**config.mk**
```make
export PLATFORM = sky130hd
export DESIGN_NAME = pmt_timer
export DESIGN_NICKNAME = d
export VERILOG_FILES = /design/src/shared/pmt_pkg.sv /design/src/hdl/pmt_divider.sv /design/src/hdl/pmt_timer.sv
export SDC_FILE = /design/constraint.sdc
export NUM_CORES = 1
export LEC_CHECK = 0
export BUFFER_PORTS_ARGS = -buffer_cell sky130_fd_sc_hd__buf_2
export CAP_MARGIN = 5
export CORE_MARGIN = 2
export CORE_UTILIZATION = 48
export CTS_CLUSTER_DIAMETER = 30
export CTS_CLUSTER_SIZE = 25
export DETAILED_ROUTE_END_ITERATION = 6
export PLACE_DENSITY = 0.67
export SLEW_MARGIN = 30
export SYNTH_ARGS = -nofsm -noshare
export SYNTH_HDL_FRONTEND = slang
export SYNTH_SLANG_ARGS = --single-unit
```
**constraint.sdc**
```tcl
create_clock -name sys_clk_i -period 4.4 [get_ports sys_clk_i]
set_input_delay 0.88 -clock sys_clk_i [delete_from_list [all_inputs] [get_ports sys_clk_i]]
set_output_delay 0.88 -clock sys_clk_i [all_outputs]
set_load 0.005 [all_outputs]
```
**src/shared/pmt_pkg.sv**
```systemverilog
package pmt_pkg;

    // ************************************************************
    // Register map
    // ************************************************************
    localparam int           ADDR_W         = 3;
    localparam logic [2:0]   ADDR_CONTROL   = 3'h0;
    localparam logic [2:0]   ADDR_PERIOD    = 3'h1;
    localparam logic [2:0]   ADDR_COUNT     = 3'h2;
    localparam logic [2:0]   ADDR_IRQ_EN    = 3'h3;
    localparam logic [2:0]   ADDR_IRQ_FLAG  = 3'h4;

    // ************************************************************
    // Fields and reset values
    // ************************************************************
    localparam int           POST_LSB       = 3;
    localparam int           POST_W         = 4;
    localparam int           RUN_BIT        = 2;
    localparam int           PRE_LSB        = 0;
    localparam int           PRE_W          = 2;
    localparam logic [7:0]   CONTROL_MASK   = 8'h7F;
    localparam logic [7:0]   CONTROL_RESET  = 8'h00;
    localparam logic [7:0]   PERIOD_RESET   = 8'hFF;
    localparam logic [7:0]   COUNT_RESET    = 8'h00;
    localparam int           MATCH_IRQ_BIT  = 1;
    localparam logic [7:0]   IRQ_MASK       = 8'h02;
    localparam logic [7:0]   IRQ_RESET      = 8'h00;

    // ************************************************************
    // Prescaler
    // ************************************************************
    localparam logic [1:0]   PRE_SEL_DIV1   = 2'h0;
    localparam logic [1:0]   PRE_SEL_DIV4   = 2'h1;
    localparam logic [3:0]   PRE_LAST_DIV1  = 4'h0;
    localparam logic [3:0]   PRE_LAST_DIV4  = 4'h3;
    localparam logic [3:0]   PRE_LAST_DIV16 = 4'hF;
    localparam int           INSTR_DIV      = 4;
    localparam logic [1:0]   INSTR_LAST     = 2'(INSTR_DIV - 1);

    typedef struct packed {
        logic [ADDR_W-1:0] addr;
        logic [7:0]        wdata;
        logic              wr;
        logic              rd;
    } pmt_bus_t;

endpackage : pmt_pkg

```
**src/hdl/pmt_divider.sv**
```systemverilog
`timescale 1ns/10ps
// Tick divider: pulses out every (last+1) input ticks
module pmt_divider
    import pmt_pkg::*;
#(
    parameter int W = 4
)
(
    input  wire logic         sys_clk_i,
    input  wire logic         reset_n_i,
    input  wire logic         clear_i,
    input  wire logic         tick_i,
    input  wire logic [W-1:0] last_i,
    output logic              tick_o
);

    logic [W-1:0] count;
    logic [W-1:0] next_count;

    always_comb
    begin
        next_count = count;
        tick_o     = 1'b0;
        if (clear_i)
        begin
            next_count = '0;
        end
        else if (tick_i)
        begin
            if (count >= last_i)
            begin
                next_count = '0;
                tick_o     = 1'b1;
            end
            else
            begin
                next_count = count + W'(1);
            end
        end
    end

    always_ff @(posedge sys_clk_i or negedge reset_n_i)
    begin
        if (!reset_n_i)
            count <= '0;
        else
            count <= next_count;
    end

endmodule : pmt_divider

```
**src/hdl/pmt_timer.sv**
```systemverilog
`timescale 1ns/10ps
// Operation
// RULE_01 - Postscaler divides matches by select plus one
// RULE_02 - Timer counts only while run bit set
// RULE_03 - Control field layout; resets to zero
// RULE_04 - Control bit seven reads zero, ignores writes
// RULE_05 - Period register resets to all ones
// RULE_06 - Count wraps to zero after period match
// RULE_07 - Postscaler output sets match interrupt flag
// RULE_08 - Prescaler fed by instruction clock, osc/4
// RULE_09 - Count/control writes clear both scalers
// RULE_10 - Prescale select 00=1, 01=4, 1x=16
module pmt_timer
    import pmt_pkg::*;
(
    input  wire logic              sys_clk_i,
    input  wire logic              reset_n_i,
    input  wire logic [ADDR_W-1:0] addr_i,
    input  wire logic [7:0]        wdata_i,
    input  wire logic              wr_i,
    input  wire logic              rd_i,
    output logic      [7:0]        rdata_o,
    output logic                   match_o,
    output logic                   irq_o
);

    // ************************************************************
    // State
    // ************************************************************
    pmt_bus_t   bus;
    logic [7:0] control;
    logic [7:0] period;
    logic [7:0] count;
    logic [7:0] irq_en;
    logic [7:0] irq_flag;
    logic [7:0] rdata;
    logic [1:0] instr_div;
    logic       match_q;
    logic [7:0] next_control;
    logic [7:0] next_period;
    logic [7:0] next_count;
    logic [7:0] next_irq_en;
    logic [7:0] next_irq_flag;
    logic [7:0] next_rdata;
    logic [1:0] next_instr_div;
    logic       instr_tick;
    logic       pre_tick;
    logic       post_tick;
    logic       scaler_clear;
    logic       count_tick;
    logic       at_period;
    logic [3:0] pre_last;

    assign bus = '{addr: addr_i, wdata: wdata_i, wr: wr_i, rd: rd_i};

    // ************************************************************
    // Scalers
    // ************************************************************
    assign instr_tick   = (instr_div == INSTR_LAST);             // RULE_08
    assign scaler_clear = bus.wr && (bus.addr == ADDR_CONTROL    // RULE_09
                          || bus.addr == ADDR_COUNT);

    always_comb
    begin
        if (control[PRE_LSB+1])                                  // RULE_10
            pre_last = PRE_LAST_DIV16;
        else if (control[PRE_LSB+:PRE_W] == PRE_SEL_DIV4)
            pre_last = PRE_LAST_DIV4;
        else
            pre_last = PRE_LAST_DIV1;
    end

    pmt_divider #(.W(4)) u_pre
    (
        .sys_clk_i (sys_clk_i),
        .reset_n_i (reset_n_i),
        .clear_i   (scaler_clear),
        .tick_i    (instr_tick && control[RUN_BIT]),            // RULE_02
        .last_i    (pre_last),
        .tick_o    (pre_tick)
    );

    assign count_tick = pre_tick;
    assign at_period  = (count == period);

    pmt_divider #(.W(POST_W)) u_post
    (
        .sys_clk_i (sys_clk_i),
        .reset_n_i (reset_n_i),
        .clear_i   (scaler_clear),
        .tick_i    (count_tick && at_period),                   // RULE_06
        .last_i    (control[POST_LSB+:POST_W]),                 // RULE_01
        .tick_o    (post_tick)
    );

    // ************************************************************
    // Registers and bus
    // ************************************************************
    always_comb
    begin
        next_control   = control;
        next_period    = period;
        next_count     = count;
        next_irq_en    = irq_en;
        next_irq_flag  = irq_flag;
        next_rdata     = 8'h00;
        next_instr_div = instr_div + 2'h1;
        if (count_tick)
        begin
            if (at_period)
                next_count = COUNT_RESET;                        // RULE_06
            else
                next_count = count + 8'h01;
        end
        if (bus.wr)
        begin
            if (bus.addr == ADDR_CONTROL)
                next_control = bus.wdata & CONTROL_MASK;         // RULE_04
            else if (bus.addr == ADDR_PERIOD)
                next_period = bus.wdata;
            else if (bus.addr == ADDR_COUNT)
                next_count = bus.wdata;
            else if (bus.addr == ADDR_IRQ_EN)
                next_irq_en = bus.wdata & IRQ_MASK;
            else if (bus.addr == ADDR_IRQ_FLAG)
                next_irq_flag = irq_flag & ~bus.wdata;
        end
        if (post_tick)
            next_irq_flag[MATCH_IRQ_BIT] = 1'b1;                 // RULE_07
        if (bus.rd)
        begin
            if (bus.addr == ADDR_CONTROL)
                next_rdata = control & CONTROL_MASK;             // RULE_04
            else if (bus.addr == ADDR_PERIOD)
                next_rdata = period;
            else if (bus.addr == ADDR_COUNT)
                next_rdata = count;
            else if (bus.addr == ADDR_IRQ_EN)
                next_rdata = irq_en;
            else if (bus.addr == ADDR_IRQ_FLAG)
                next_rdata = irq_flag;
            else
                next_rdata = 8'h00;
        end
    end

    always_ff @(posedge sys_clk_i or negedge reset_n_i)
    begin
        if (!reset_n_i)
        begin
            control   <= CONTROL_RESET;                          // RULE_03
            period    <= PERIOD_RESET;                           // RULE_05
            count     <= COUNT_RESET;                            // RULE_06
            irq_en    <= IRQ_RESET;
            irq_flag  <= IRQ_RESET;
            rdata     <= 8'h00;
            instr_div <= 2'h0;
            match_q   <= 1'b0;
        end
        else
        begin
            control   <= next_control;
            period    <= next_period;
            count     <= next_count;
            irq_en    <= next_irq_en;
            irq_flag  <= next_irq_flag;
            rdata     <= next_rdata;
            instr_div <= next_instr_div;
            match_q   <= count_tick && at_period;
        end
    end

    assign rdata_o = rdata;
    assign match_o = match_q;
    assign irq_o   = |(irq_flag & irq_en);
endmodule : pmt_timer

```
==> flow_summary.yaml <==
sta:
  fin_crit_sh_pct: 59.0
  finalHoldViolCount: 0
  drv_slew: 0
  min_period_ns: 2.59
  hold_ws_ns: 0.434
  worst_pin_slew_ns: 0.754
  tns_ns: 0
  layout_setup_ws_ns: 1.81
  slew_headroom_pct: 49.6
  clock_skew_ns: 0.00727
  max_clock_freq_ghz: 0.385
  rsz0062_at_grt: "false"
  finalSetupViolCount: 0
synthesis:
  yosys.area.top_type: "dfrtp_1"
  syn_area_per_cell_sq_um: 10.0
  netlist_instances: 271
  ys_types: 43
  syn_area_sq_mm: 0.00272
  yosysSeqAreaShare_pct: 47.4
  netlist.area_leader.share_pct: 39.6
  ys_warn_count: 0
  yosys-top-cells-area: "dfrtp_1, dfstp_2, ha_1"
  ys_seq_elements: 51
  syn_nets: 298
global_routing:
  grt_pass1_vias: 1985
  grt_pass1_wl_um: 10000
  gr-total-overflow: 0
  grt_usage_pct: 21.0
  antenna_found_initial: 0
  grt_start_max_net_pins: 52
final_layout:
  multiInputGateArea_sq_mm: 0.00131
  nFillCells: 513
  ff_latch_area_sq_mm: 0.00129
  diodes: 0
  drive_above_1_share_pct: 21.1
  nets: 315
  area_growth_pct: 8.53
setup_path:
  slowest_delay_ns: 0.64
  cp_max_fo: 16
  critPathTopFamily: "simple AND/OR/NAND/NOR gates"
  startpoint_type: "flop"
  reg2reg_slack_ns: 1.81
  cp_cell_sequence: "or2_2 -> ha_1 -> nand2b_1 -> a2111o_1 -> nand3_1 -> or4_1 -> a21oi_1"
  cp_num_buf_inv: 0
  critPathKind: "reg -> reg"
  endpoint_kind: "flop"
  crit_required_ns: 4.62
  slowest_stage: "or4_1"
  arrival_ns: 2.81
pwr:
  vdd_ir_drop_max_mv: 0.227
  leakage_nw: 1.30
  p_per_area_mw_per_mm2: 407
hold_path:
  hold_class: "reg -> reg"
cts:
  ctsHoldBuffers: 0
  clk_latency_ns: 0.30
  cts_root_buf: "clkbuf_8"
  clock_path_buffers: 2
  cts_sinks: 51
  htree_levels: 2
  cts_resized: 0
  cts_tree: "yes"
  numCtsBuffers: 5
  clkTransAtPathRegs_ns: 0.08
  cts_setup_buffers: 0
floorplanning:
  coreArea_sq_mm: 0.00547
  pin_count: 25
  rows: 27
  start_util_pct: 49.6
  die-area_sq_mm: 0.00627
  die_w_um: 79.2
  dieHeight_um: 79.2
detailed_routing:
  drt_iter0_markers: 155
  first_pass_iters: 4
  drc: 0
  wl_per_cell_um: 16.6
  totalWireLength_um: 6000
  num_vias: 2070
  vias_per_cell: 5.73
  postRouteAntennaNets: 0
place:
  port_buffers: 24
  gp_congestion: 0.878
  place_ws_ns: 1.66
  dp_hpwl_um: 4350
outcome:
  status: "complete, no violations"
flow_run:
  drv_cap: 0
## logic make-up after synthesis
kind of cell / count (synthesis) / share of synthesized area [%]
DFF: 51 / 47.4
adders and majority gates: 12 / 5.53
xor gates and xnor gates: 8 / 2.58
buffers and inverters: 26 / 4.75
and+or+nand+nor: 85 / 15.4
muxes: 13 / 5.81
AOI/OAI and AO/OA: 76 / 18.6
## cells in the mapped netlist
| library cell | instances |
|---|---|
| a2111o_1 | 1 |
| a211o_1 | 1 |
| a211o_2 | 2 |
| a21boi_0 | 8 |
| a21o_1 | 1 |
| a21oi_1 | 19 |
| a22o_1 | 7 |
| a22oi_1 | 7 |
| a32o_1 | 2 |
| a32oi_1 | 4 |
| and2_1 | 3 |
| and3_1 | 3 |
| buf_1 | 1 |
| buf_4 | 1 |
| buf_6 | 1 |
| clkbuf_1 | 11 |
| clkbuf_8 | 2 |
| dfrtp_1 | 43 |
| dfstp_2 | 8 |
| ha_1 | 12 |
| inv_1 | 10 |
| mux2_2 | 12 |
| mux4_2 | 1 |
| nand2_1 | 31 |
| nand2b_1 | 4 |
| nand3_1 | 11 |
| nand3b_1 | 2 |
| nand4_1 | 1 |
| nand4b_1 | 1 |
| nor2_1 | 10 |
| nor2_2 | 1 |
| nor2b_1 | 2 |
| nor3_1 | 7 |
| nor3b_1 | 1 |
| nor4_1 | 2 |
| nor4b_1 | 1 |
| o211ai_1 | 2 |
| o21a_1 | 1 |
| o21ai_0 | 20 |
| o2bb2a_1 | 1 |
| or2_2 | 3 |
| or4_1 | 2 |
| xor2_1 | 8 |
## worst reg2reg max path, cell delays in order (launching register included)
cell      delay [ns]
dfrtp_1         0.40
or2_2           0.32
ha_1            0.27
nand2b_1        0.09
a2111o_1        0.22
nand3_1         0.41
or4_1           0.64
a21oi_1         0.17
## path summary, 6_finish.rpt
kind / endpoint / cells after the start / startpoint
worst min-delay path: instr_div[0] / 1 / instr_div[0]
worst min register to register: instr_div[0] / 1 / instr_div[0]
worst max register to register: u_post.count[1] / 7 / control[1]
worst max-delay path: u_post.count[1] / 7 / control[1]
min in group asynchronous: rdata_o[6] / 2 / reset_n_i
max in group asynchronous: control[2] / 2 / reset_n_i
## report_power, final
group / switching (mW) / leakage (nW) / internal (mW)
Combinational: 0.151 / 0.611 / 0.132
Sequential: 0.0922 / 0.645 / 0.554
Clock: 0.143 / 0.0482 / 0.127
## through the flow
step | cell area, sq um | cells | utilization (%) | power [mW]
2_1_floorplan | 2720 | 271 | - | 0.836
3_3_place_gp | 2850 | 353 | 52.1 | 0.928
3_5_place_dp | 2860 | 353 | 52.2 | 0.932
4_1_cts | 2950 | 361 | 53.8 | 1.21
5_1_grt | 2950 | 361 | 53.8 | 1.28
6_report | 2950 | 361 | 53.8 | 1.20
## registers in the layout (all words and copies together), names as in the netlist
register,cells
instr_div,2
rdata_o,8
u_pre.count,4
irq_flag,8
period,8
u_post.count,4
count,8
irq_en,1
match_o,1
control,7
## area by class of cell
class	instances	share of cell area (%)
multi-input combinational	194	44.3
timing repair buffer	26	4.59
inverter	10	1.27
tap	72	3.06
clock inverter	1	0.170
sequential	51	43.7
clock buffer	7	2.93
## cells in the final DEF, fill, tap and decap left out, types with 2 or more instances in the layout
cell / n
dfrtp_1: 43
nand2_1: 31
buf_2: 24
o21ai_0: 20
a21oi_1: 19
mux2_2: 12
ha_1: 12
nand3_1: 11
inv_1: 10
nor2_1: 10
xor2_1: 8
a21boi_0: 8
dfstp_2: 8
nor3_1: 7
a22oi_1: 7
a22o_1: 7
clkbuf_8: 6
nand2b_1: 4
a32oi_1: 4
or2_2: 3
and3_1: 3
and2_1: 3
nor4_1: 2
o211ai_1: 2
nand3b_1: 2
nor2b_1: 2
a211o_2: 2
a32o_1: 2
or4_1: 2
buf_4: 2
## per-layer routing
layer,wire length (um),GRT usage [%]
met4,115,6.90
met5,0,0
met2,2610,31.4
met1,2980,30.4
met3,290,4.43
No activity file was read; power rests on OpenSTA's default activity.
